--- config.mk ---
export PLATFORM = sky130hd
export DESIGN_NAME = uiem_top
export DESIGN_NICKNAME = d
export VERILOG_FILES = /design/src/inc/uiem_pkg.sv /design/src/rtl/uiem_top.sv
export VERILOG_INCLUDE_DIRS = /design/src /design/src/inc
export SDC_FILE = /design/constraint.sdc
export NUM_CORES = 1
export LEC_CHECK = 0
export BUFFER_PORTS_ARGS = -buffer_cell sky130_fd_sc_hd__buf_2
export CAP_MARGIN = 20
export CORE_ASPECT_RATIO = 0.9
export CORE_MARGIN = 2
export CORE_UTILIZATION = 46
export CTS_BUF_LIST = sky130_fd_sc_hd__clkbuf_16
export DETAILED_ROUTE_END_ITERATION = 12
export HOLD_SLACK_MARGIN = 0.15
export PLACE_DENSITY = 0.86
export RECOVER_POWER = 50
export SKIP_CTS_REPAIR_TIMING = 1
export SYNTH_ARGS = -nofsm -noshare
export SYNTH_HDL_FRONTEND = slang
export SYNTH_SLANG_ARGS = --single-unit
--- constraint.sdc ---
create_clock -name ref_clk -period 3.17 [get_ports ref_clk]
set_input_delay 0.317 -clock ref_clk [delete_from_list [all_inputs] [get_ports ref_clk]]
set_output_delay 0.317 -clock ref_clk [all_outputs]
set_load 0.01 [all_outputs]
--- src/inc/uiem_params.svh ---
// Offsets, field positions and reset values of the interrupt enable masks
`ifndef UIEM_PARAMS_SVH
`define UIEM_PARAMS_SVH

// Register byte offsets on the CPU bus
`define UIEM_GENERAL_EN_OFS     7'h30
`define UIEM_PORT0_EN_OFS       7'h32

// Field positions in the general enable mask and flags
`define UIEM_VBUS_BIT           15
`define UIEM_RESUME_BIT         14
`define UIEM_FRAME_BIT          13
`define UIEM_DEVSTATE_BIT       12
`define UIEM_CTRLSTAGE_BIT      11
`define UIEM_BEMPTY_BIT         10
`define UIEM_NOTREADY_BIT       9
`define UIEM_BREADY_BIT         8

// Field positions in the port 0 enable mask and flags
`define UIEM_OVERCUR_BIT        15
`define UIEM_BUSCHG_BIT         14
`define UIEM_DETACH_BIT         12
`define UIEM_ATTACH_BIT         11
`define UIEM_FRAMEERR_BIT       6
`define UIEM_SETUPERR_BIT       5
`define UIEM_SETUPACK_BIT       4

// Implemented bits; all others read as zero
`define UIEM_GENERAL_VALID      16'hff00
`define UIEM_PORT0_VALID        16'hd870

// Reset values: every source disabled, every flag clear
`define UIEM_GENERAL_EN_RST     16'h0000
`define UIEM_PORT0_EN_RST       16'h0000
`define UIEM_FLAGS_RST          16'h0000

`endif

--- src/inc/uiem_pkg.sv ---
// Types shared by the interrupt enable mask block
package uiem_pkg;

  // One 16-bit register or flag word
  typedef logic [15:0] uiem_word_t;

  // Decoded register selected by a bus access
  typedef enum logic [2:0] {
    UIEM_SEL_NONE    = 3'b001,
    UIEM_SEL_GENERAL = 3'b010,
    UIEM_SEL_PORT0   = 3'b100
  } uiem_sel_t;

endpackage

--- src/rtl/uiem_top.sv ---
// USB interrupt enable masks, source flags and active-low request pin
//
// Functional notes
// - Bit 15 gates VBUS change onto request
// - Bit 13 gates frame number update
// - Bit 12 gates device state transition
// - Bit 11 gates control stage transition
// - Bits 10,9,8 gate empty, not-ready, ready
// - Port0 bit 15 gates overcurrent
// - Port0 bit 14 gates bus change
// - Port0 bit 12 gates detach, host only
// - Port0 bit 11 gates attach
// - Port0 bit 6 gates end-of-frame error
// - Port0 bit 5 gates setup error
// - Port0 bit 4 gates setup acknowledge
// - Request pin low while enabled source pending
// - Flags set regardless of enable bits
// - Enabling a pending flag asserts request immediately
`timescale 1ns/10ps
`include "uiem_params.svh"

module uiem_top #(
  parameter int ADDR_WIDTH = 7,
  parameter int DATA_WIDTH = 16
) (
  // Clock and synchronous reset
  input  wire logic                  ref_clk,
  input  wire logic                  srst,
  // CPU register bus
  input  wire logic [ADDR_WIDTH-1:0] cpu_addr,
  input  wire logic                  cpu_wr,
  input  wire logic                  cpu_rd,
  input  wire logic [DATA_WIDTH-1:0] cpu_wdata,
  output logic      [DATA_WIDTH-1:0] cpu_rdata,
  // Function select; high means host
  input  wire logic                  host_mode,
  // Detection pulses, one per source
  input  wire logic                  vbus_change_event,
  input  wire logic                  resume_event,
  input  wire logic                  frame_number_update_event,
  input  wire logic                  device_state_change_event,
  input  wire logic                  control_stage_change_event,
  input  wire logic                  buffer_empty_event,
  input  wire logic                  not_ready_response_event,
  input  wire logic                  buffer_ready_event,
  input  wire logic                  port0_overcurrent_event,
  input  wire logic                  port0_bus_change_event,
  input  wire logic                  port0_detach_event,
  input  wire logic                  port0_attach_event,
  input  wire logic                  port0_frame_end_error_event,
  input  wire logic                  port0_setup_error_event,
  input  wire logic                  port0_setup_ack_event,
  // Per-bit flag clears from the status side
  input  wire logic [DATA_WIDTH-1:0] general_flag_clear,
  input  wire logic [DATA_WIDTH-1:0] port0_flag_clear,
  // Sticky flags and the request pin
  output logic      [DATA_WIDTH-1:0] general_irq_flags,
  output logic      [DATA_WIDTH-1:0] port0_irq_flags,
  output logic                       irq_n
);

  // The register layout is fixed at 16 bits and needs the 0x32 offset
  if (DATA_WIDTH != 16 || ADDR_WIDTH < 6) begin : g_bad_params
    $error("uiem_top: DATA_WIDTH must be 16 and ADDR_WIDTH at least 6");
  end

  // Field positions must match the implemented-bit masks, or a flag would be clipped away
  localparam uiem_pkg::uiem_word_t GENERAL_FIELDS = (16'h0001 << `UIEM_VBUS_BIT)
                                                  | (16'h0001 << `UIEM_RESUME_BIT)
                                                  | (16'h0001 << `UIEM_FRAME_BIT)
                                                  | (16'h0001 << `UIEM_DEVSTATE_BIT)
                                                  | (16'h0001 << `UIEM_CTRLSTAGE_BIT)
                                                  | (16'h0001 << `UIEM_BEMPTY_BIT)
                                                  | (16'h0001 << `UIEM_NOTREADY_BIT)
                                                  | (16'h0001 << `UIEM_BREADY_BIT);
  localparam uiem_pkg::uiem_word_t PORT0_FIELDS   = (16'h0001 << `UIEM_OVERCUR_BIT)
                                                  | (16'h0001 << `UIEM_BUSCHG_BIT)
                                                  | (16'h0001 << `UIEM_DETACH_BIT)
                                                  | (16'h0001 << `UIEM_ATTACH_BIT)
                                                  | (16'h0001 << `UIEM_FRAMEERR_BIT)
                                                  | (16'h0001 << `UIEM_SETUPERR_BIT)
                                                  | (16'h0001 << `UIEM_SETUPACK_BIT);
  if (GENERAL_FIELDS != `UIEM_GENERAL_VALID
      || PORT0_FIELDS != `UIEM_PORT0_VALID) begin : g_bad_fields
    $error("uiem_top: field positions disagree with the implemented-bit masks");
  end

  // Clip a word to the implemented bits so unassigned ones stay zero
  function automatic uiem_pkg::uiem_word_t clip(input uiem_pkg::uiem_word_t value,
                                                 input uiem_pkg::uiem_word_t valid);
    clip = value & valid;
  endfunction

  // Any flag whose enable is also set
  function automatic logic any_pending(input uiem_pkg::uiem_word_t flags,
                                       input uiem_pkg::uiem_word_t enables);
    any_pending = |(flags & enables);
  endfunction

  // One source's request: its flag and its enable both set
  function automatic logic source_live(input uiem_pkg::uiem_word_t flags,
                                       input uiem_pkg::uiem_word_t enables,
                                       input int                   pos);
    source_live = flags[pos] & enables[pos];
  endfunction

  // Byte address decode; bit 0 is ignored on the 16-bit bus
  function automatic uiem_pkg::uiem_sel_t decode(input logic [ADDR_WIDTH-1:0] addr);
    logic [ADDR_WIDTH-1:0] even;
    even = {addr[ADDR_WIDTH-1:1], 1'b0};
    if (even == ADDR_WIDTH'(`UIEM_GENERAL_EN_OFS)) begin
      decode = uiem_pkg::UIEM_SEL_GENERAL;
    end else if (even == ADDR_WIDTH'(`UIEM_PORT0_EN_OFS)) begin
      decode = uiem_pkg::UIEM_SEL_PORT0;
    end else begin
      decode = uiem_pkg::UIEM_SEL_NONE;
    end
  endfunction

  uiem_pkg::uiem_word_t general_irq_enable_mask;
  uiem_pkg::uiem_word_t port0_irq_enable_mask;
  uiem_pkg::uiem_word_t next_general_irq_enable_mask;
  uiem_pkg::uiem_word_t next_port0_irq_enable_mask;
  uiem_pkg::uiem_word_t next_general_irq_flags;
  uiem_pkg::uiem_word_t next_port0_irq_flags;
  uiem_pkg::uiem_word_t next_cpu_rdata;
  uiem_pkg::uiem_word_t general_set;
  uiem_pkg::uiem_word_t port0_set;
  uiem_pkg::uiem_word_t port0_gate;
  uiem_pkg::uiem_sel_t  sel;
  uiem_pkg::uiem_word_t general_live;
  uiem_pkg::uiem_word_t port0_live;
  logic                 next_irq_n;

  assign sel = decode(cpu_addr);

  // Event pulses placed at their flag positions
  always_comb begin
    general_set = '0;
    general_set[`UIEM_VBUS_BIT]      = vbus_change_event;
    general_set[`UIEM_RESUME_BIT]    = resume_event;
    general_set[`UIEM_FRAME_BIT]     = frame_number_update_event;
    general_set[`UIEM_DEVSTATE_BIT]  = device_state_change_event;
    general_set[`UIEM_CTRLSTAGE_BIT] = control_stage_change_event;
    general_set[`UIEM_BEMPTY_BIT]    = buffer_empty_event;
    general_set[`UIEM_NOTREADY_BIT]  = not_ready_response_event;
    general_set[`UIEM_BREADY_BIT]    = buffer_ready_event;
  end

  // Port 0 event pulses at their flag positions
  always_comb begin
    port0_set = '0;
    port0_set[`UIEM_OVERCUR_BIT]   = port0_overcurrent_event;
    port0_set[`UIEM_BUSCHG_BIT]    = port0_bus_change_event;
    port0_set[`UIEM_DETACH_BIT]    = port0_detach_event;
    port0_set[`UIEM_ATTACH_BIT]    = port0_attach_event;
    port0_set[`UIEM_FRAMEERR_BIT]  = port0_frame_end_error_event;
    port0_set[`UIEM_SETUPERR_BIT]  = port0_setup_error_event;
    port0_set[`UIEM_SETUPACK_BIT]  = port0_setup_ack_event;
  end

  // Sticky general flags; a set in the clear cycle wins so no event is lost
  always_comb begin
    next_general_irq_flags = clip((general_irq_flags & ~general_flag_clear) | general_set,
                                  `UIEM_GENERAL_VALID);
  end

  // Sticky port 0 flags, same set-wins rule
  always_comb begin
    next_port0_irq_flags   = clip((port0_irq_flags & ~port0_flag_clear) | port0_set,
                                  `UIEM_PORT0_VALID);
  end

  // General mask write; unassigned bits are never stored
  always_comb begin
    next_general_irq_enable_mask = general_irq_enable_mask;
    if (cpu_wr && sel == uiem_pkg::UIEM_SEL_GENERAL) begin
      next_general_irq_enable_mask = clip(cpu_wdata, `UIEM_GENERAL_VALID);
    end
  end

  // Port 0 mask write, clipped the same way
  always_comb begin
    next_port0_irq_enable_mask   = port0_irq_enable_mask;
    if (cpu_wr && sel == uiem_pkg::UIEM_SEL_PORT0) begin
      next_port0_irq_enable_mask = clip(cpu_wdata, `UIEM_PORT0_VALID);
    end
  end

  // Detach only counts in host function; the other enables trust software
  always_comb begin
    port0_gate = `UIEM_PORT0_VALID;
    port0_gate[`UIEM_DETACH_BIT] = host_mode;
  end

  // General request bits; one gate per enable keeps each source traceable
  always_comb begin
    uiem_pkg::uiem_word_t gf;
    uiem_pkg::uiem_word_t ge;
    gf = next_general_irq_flags;
    ge = next_general_irq_enable_mask;
    general_live = '0;
    general_live[`UIEM_VBUS_BIT]      = source_live(gf, ge, `UIEM_VBUS_BIT);
    general_live[`UIEM_RESUME_BIT]    = source_live(gf, ge, `UIEM_RESUME_BIT);
    general_live[`UIEM_FRAME_BIT]     = source_live(gf, ge, `UIEM_FRAME_BIT);
    general_live[`UIEM_DEVSTATE_BIT]  = source_live(gf, ge, `UIEM_DEVSTATE_BIT);
    general_live[`UIEM_CTRLSTAGE_BIT] = source_live(gf, ge, `UIEM_CTRLSTAGE_BIT);
    general_live[`UIEM_BEMPTY_BIT]    = source_live(gf, ge, `UIEM_BEMPTY_BIT);
    general_live[`UIEM_NOTREADY_BIT]  = source_live(gf, ge, `UIEM_NOTREADY_BIT);
    general_live[`UIEM_BREADY_BIT]    = source_live(gf, ge, `UIEM_BREADY_BIT);
  end

  // Port 0 request bits; detach passes only through the host gate
  always_comb begin
    uiem_pkg::uiem_word_t pf;
    uiem_pkg::uiem_word_t pe;
    pf = next_port0_irq_flags;
    pe = next_port0_irq_enable_mask & port0_gate;
    port0_live = '0;
    port0_live[`UIEM_OVERCUR_BIT]  = source_live(pf, pe, `UIEM_OVERCUR_BIT);
    port0_live[`UIEM_BUSCHG_BIT]   = source_live(pf, pe, `UIEM_BUSCHG_BIT);
    port0_live[`UIEM_DETACH_BIT]   = source_live(pf, pe, `UIEM_DETACH_BIT);
    port0_live[`UIEM_ATTACH_BIT]   = source_live(pf, pe, `UIEM_ATTACH_BIT);
    port0_live[`UIEM_FRAMEERR_BIT] = source_live(pf, pe, `UIEM_FRAMEERR_BIT);
    port0_live[`UIEM_SETUPERR_BIT] = source_live(pf, pe, `UIEM_SETUPERR_BIT);
    port0_live[`UIEM_SETUPACK_BIT] = source_live(pf, pe, `UIEM_SETUPACK_BIT);
  end

  // Request from next values, so enabling a pending flag acts at once
  // Taken from a flip-flop, so the pin cannot glitch during a mask write
  // Costs nothing in latency: the pin moves at the same edge as the flag
  always_comb begin
    next_irq_n = ~(any_pending(general_live, `UIEM_GENERAL_VALID)
                 | any_pending(port0_live, `UIEM_PORT0_VALID));
  end

  // Read data; unmapped offsets answer zero
  always_comb begin
    next_cpu_rdata = cpu_rdata;
    if (cpu_rd) begin
      case (sel)
        uiem_pkg::UIEM_SEL_GENERAL: next_cpu_rdata = general_irq_enable_mask;
        uiem_pkg::UIEM_SEL_PORT0:   next_cpu_rdata = port0_irq_enable_mask;
        uiem_pkg::UIEM_SEL_NONE:    next_cpu_rdata = '0;
        default:                    next_cpu_rdata = '0;
      endcase
    end
  end

  // General mask register; reset leaves every source disabled
  always_ff @(posedge ref_clk) begin
    if (srst) begin
      general_irq_enable_mask <= `UIEM_GENERAL_EN_RST;
    end else begin
      general_irq_enable_mask <= next_general_irq_enable_mask;
    end
  end

  // Port 0 mask register; reset leaves every source disabled
  always_ff @(posedge ref_clk) begin
    if (srst) begin
      port0_irq_enable_mask <= `UIEM_PORT0_EN_RST;
    end else begin
      port0_irq_enable_mask <= next_port0_irq_enable_mask;
    end
  end

  // General flag register
  always_ff @(posedge ref_clk) begin
    if (srst) begin
      general_irq_flags <= `UIEM_FLAGS_RST;
    end else begin
      general_irq_flags <= next_general_irq_flags;
    end
  end

  // Port 0 flag register
  always_ff @(posedge ref_clk) begin
    if (srst) begin
      port0_irq_flags <= `UIEM_FLAGS_RST;
    end else begin
      port0_irq_flags <= next_port0_irq_flags;
    end
  end

  // Read data register; holds the last read until the next strobe
  always_ff @(posedge ref_clk) begin
    if (srst) begin
      cpu_rdata <= '0;
    end else begin
      cpu_rdata <= next_cpu_rdata;
    end
  end

  // Request pin register; released high in reset
  always_ff @(posedge ref_clk) begin
    if (srst) begin
      irq_n <= 1'b1;
    end else begin
      irq_n <= next_irq_n;
    end
  end

  // Peripheral-only enables in host function are software's duty

endmodule

Word-level counts from Yosys, hierarchy flattened
Index checks and enable logic that the tools add are counted.

storage, ports and cells
  register bits after elaboration = 73
  output and inout bits = 49

cells by class
  equality and inequality tests = 4
  mux-type cells = 5
  bitwise logic cells = 24
  reduce and logical (&&, ||, !) cells = 4

operator list
  cell                  count
  $and A16 B16 Y16      3
  $mux W16              2
  $not A16 Y16          2
  $or A16 B16 Y16       2
  $pmux W16 S2          1
  $and A1 B1 Y1         15
  $eq A6 B5 Y1 const B  2
  $reduce_or A8 Y1      1
  $reduce_or A7 Y1      1
  $mux W3               2
  $eq A3 B2 Y1 const B  1
  $eq A3 B3 Y1 const B  1
  $logic_and A1 B1 Y1   2
  $not A1 Y1            1
  $or A1 B1 Y1          1

Longest topological paths before layout
  depth in word-level cells = 11
  mapped depth = 7
  mapped depth without buffers = 6

Least setup slack after synthesis
OpenSTA, ideal clock, no wires.

  kind = in2reg
  start point = in cpu_addr[3]
  end point = reg irq_n
  setup time = 116 ps
  data arrival time = 1,884 ps
  required time = 3,054 ps
  slack = 1,169 ps
  cell stages on the path = 7
  cell sequence = or4b_4 -> nor2_4 -> and3_4 -> buf_12 -> mux2i_1 -> o32a_1 -> a41o_1

between the ends
  longest elaborated chain between the ends = 11
  elaborated cells between the ends (all ways) = 30

RTL lines
  what                    line             RTL
  start: declaration      uiem_top.sv:30   input wire logic [ADDR_WIDTH-1:0] cpu_addr,
  $eq A6 B5 Y1            uiem_top.sv:113  end else if (even == ADDR_WIDTH'(`UIEM_PORT0_EN_OFS)) begin
  $mux W3                 uiem_top.sv:113
  $mux W3 *               uiem_top.sv:111  if (even == ADDR_WIDTH'(`UIEM_GENERAL_EN_OFS)) begin
  $eq A3 B3 Y1            uiem_top.sv:185  if (cpu_wr && sel == uiem_pkg::UIEM_SEL_PORT0) begin
  $logic_and A1 B1 Y1     uiem_top.sv:185
  $mux W16                uiem_top.sv:185
  $and A16 B16 Y16        uiem_top.sv:218  pe = next_port0_irq_enable_mask & port0_gate;
  $and A1 B1 Y1           uiem_top.sv:104  source_live = flags[pos] & enables[pos];
  $reduce_or A7 Y1        uiem_top.sv:97   any_pending = |(flags & enables);
  $or A1 B1 Y1 *          uiem_top.sv:233  next_irq_n = ~(any_pending(general_live, `UIEM_GENERAL_VALID)
  $not A1 Y1 *            uiem_top.sv:233
  end signal: assignment  uiem_top.sv:300  irq_n <= next_irq_n;
  end: declaration        uiem_top.sv:59   output logic irq_n

Every way passes the cells marked *; elsewhere a longest branch is shown, timed or not.
A chain may end at the register's enable or synchronous reset.

Worst setup path in the final report
Same ends and word-level chain as after synthesis.

==> run metrics <==
clk sinks=42; n_diodes=0; Port Buf Inserts=78; leakage power=approximately 0.0011 uW; largest net degree at the start of global routing=43; DP Wirelength=between 3000 and 4000 um; CTS Buf Count=5; failing checks=max-capacitance violations, max-slew violations; nature of the critical path endpoint=flip-flop; via count=between 1.5k and 2k; GR Util All Layers=17.91%; final hold violations=0; Area growth syn-to-layout=21.37%; initial antenna violation count=0; worst r2r src=port0_irq_flags[14]; maximum VDD drop=around 210 uV; Nets=379; worst path required time=3.34 ns; Slowest cell on crit path=or4b_4; placed cells=345; CTS clk-pin slew, worst paths=around 0.060 ns; cell row count=22; chip width=72.93 um; Final setup viols=0; setup TNS=0 ns; share of cells above drive strength 1=24.01%; WP data arrival=2.10 ns; Pwr Density=approximately 470 nW/um2; Crit Path Class=in2reg; Hold EP=general_irq_flags[10]; Core Footprint=approximately 4100 um2; Post-route DRC=0; Worst R2R End=irq_n; number of global-route vias before repair=roughly 1.5k; Initial Utilization=a little under half; critical path peak fanout=10; Post-Route WL=4165 um; period utilisation layout=60.79%; ANT nets after route=0; first-pass GRT wire length=6555 um; Clock Power Share=41.3%; routed len/inst=between 10 and 15 um; Seq/Total Area, Yosys=42.75%; critical path cell sequence=buf_2, or4b_4, nor3_4, nand2_2, mux2i_1, o22a_1, a41o_1; max-slew violations=43; FF-to-FF setup slack=1.79 ns; Psw=260.0 uW; crit-path leading delay family=simple AND/OR/NAND/NOR gates; die height=roughly 66 um; die area=4816 um2; DR iter-0 viols=69; worst stage delay on the critical path=0.57 ns; Worst Path Buf+Inv=1; DRT Pass-1 Iters=4; Clk Tree Root Cell=clkbuf_16; TritonCTS clock tree=yes; RSZ-0062 raised after global routing=false; crit path time final=1.927 ns; Worst-Margin Slew=1.817 ns; P_int=870.9 uW; max-cap violations=1; clk_lat worst skew=between 0.2 and 0.3 ns; post-synthesis cell area=between 1500 and 2000 um2; fin cells=352; Avg Inst Size Synth=around 8.6 um2; flops & latches, synth=42; total power=1131 uW; Ys Warns=0; clk buf depth=2; Comb pwr share=between 10% and 20%; fmax=slightly above 500 MHz; worst hold stages=3; Sequential Power Share=48.5%; Distinct cells, synth=30; # H-tree levels=2; utilization after layout=58.21%; Worst Reg-to-Reg Cells=6; hold crit path type=in2reg; sw frac=22.99%; Max-slew headroom=-21.11%; GP Congestion=about 0.75; status=finished, violations left; HP Start=buffer_empty_event; worst clock skew=0.004109 ns; IO Count=124; crit path launch type=input pin; gate count of the mapped netlist=between 200 and 250; GR Overflow Total=0; vias per cell=4.795
==> worst max path at each step <==
stage,to,cells after the start,start
after floorplan,irq_n,7,cpu_addr[3]
after detailed placement,irq_n,7,cpu_addr[3]
after CTS,irq_n,7,cpu_addr[3]
final,irq_n,7,cpu_addr[3]
after global routing,irq_n,7,cpu_addr[3]
after global placement,irq_n,7,cpu_addr[3]
==> routing by layer <==
metal | wire (um) | global-route usage (%) | vias up
met5 | 0 | 0 | -
met4 | 64 | 6.944 | 0
met3 | 326 | 6.250 | 6
met2 | 1906 | 27.27 | 63
met1 | 1867 | 23.15 | 742
li1 | - | - | 877
==> cell families after synthesis <==
family          after synthesis  synth area share [%]
flops                        42                 42.75
buf+inv                      37                 12.15
other cells                   1                0.1907
compound gates               42                 11.51
mux                          19                 9.923
simple gates                 88                 23.47
==> sequential cells by signal, indices dropped and copies added, names as in the netlist <==
| name | cells |
|---|---|
| cpu_rdata | 11 |
| general_irq_enable_mask | 8 |
| general_irq_flags | 8 |
| port0_irq_enable_mask | 7 |
| port0_irq_flags | 7 |
| irq_n | 1 |
==> placed cells by master (no fill, tap or decap), types with 2 or more instances in the layout <==
master and instances:
nand4_1 3, mux2_2 4, nand3_1 12, nor2b_1 11, clkbuf_16 5, buf_2 58, and3_1 2, inv_1 8
clkbuf_1 20, o21ai_0 23, mux2i_1 15, dfxtp_1 42, nor2_1 41, a21oi_1 15, conb_1 22, nand2b_1 11
==> power by group through the flow <==
| stage | Combinational [uW] | Clock (uW) | Sequential (uW) |
|---|---|---|---|
| 5_1_grt | 130 | 504 | 549 |
| 2_1_floorplan | 76.9 | 0 | 565 |
| 4_1_cts | 119 | 480 | 548 |
| 3_5_place_dp | 118 | 0 | 559 |
| 3_3_place_gp | 116 | 0 | 558 |
| 6_report | 116 | 467 | 548 |
==> worst reg2reg max path: stages, from the launching register on <==
cell	delay [ns]
dfxtp_1	0.32
nor2b_1	0.23
o21ai_0	0.12
and4_1	0.22
nand4_1	0.08
o31ai_1	0.07
a41o_1	0.23
==> synth_stat cells, drive strengths merged <==
master / n / share of area (%)
mux2: 4 / 2.3
a21oi: 15 / 3.8
o32a: 1 / 0.51
nand2: 2 / 0.51
conb: 1 / 0.19
nor3: 1 / 0.83
o21ai: 23 / 5.9
nor2: 42 / 8.4
nand3: 12 / 3.1
nand4: 3 / 0.95
and2: 1 / 0.38
and3: 3 / 1.2
nor2b: 11 / 3.5
mux2i: 15 / 7.6
inv: 6 / 1.1
dfxtp: 42 / 43
nand2b: 11 / 3.5
buf: 24 / 9.6
and4: 1 / 0.45
o22a: 1 / 0.45
o31ai: 1 / 0.38
a41o: 1 / 0.51
or4b: 1 / 0.70
clkbuf: 7 / 1.4
==> area by class of cell <==
cell class	instances	area, um2
tap	48	60.06
timing repair buffer	78	365.4
inverter	6	22.52
multi-input combinational	171	965.9
sequential	42	840.8
clock buffer	5	125.1
clock inverter	2	7.507
fill	401	1714
==> metrics by stage <==
stage | setup slack [ns] | cell area, um2 | hold WS [ns]
after floorplan | 1.169 | 2046 | 0.4377
after global placement | 0.9671 | 2280 | 0.4523
after detailed placement | 0.9378 | 2280 | 0.4579
after CTS | 1.221 | 2412 | 0.2591
after global routing | 1.184 | 2387 | 0.2749
final | 1.243 | 2387 | 0.2608
(Power assumes the default switching activity.)
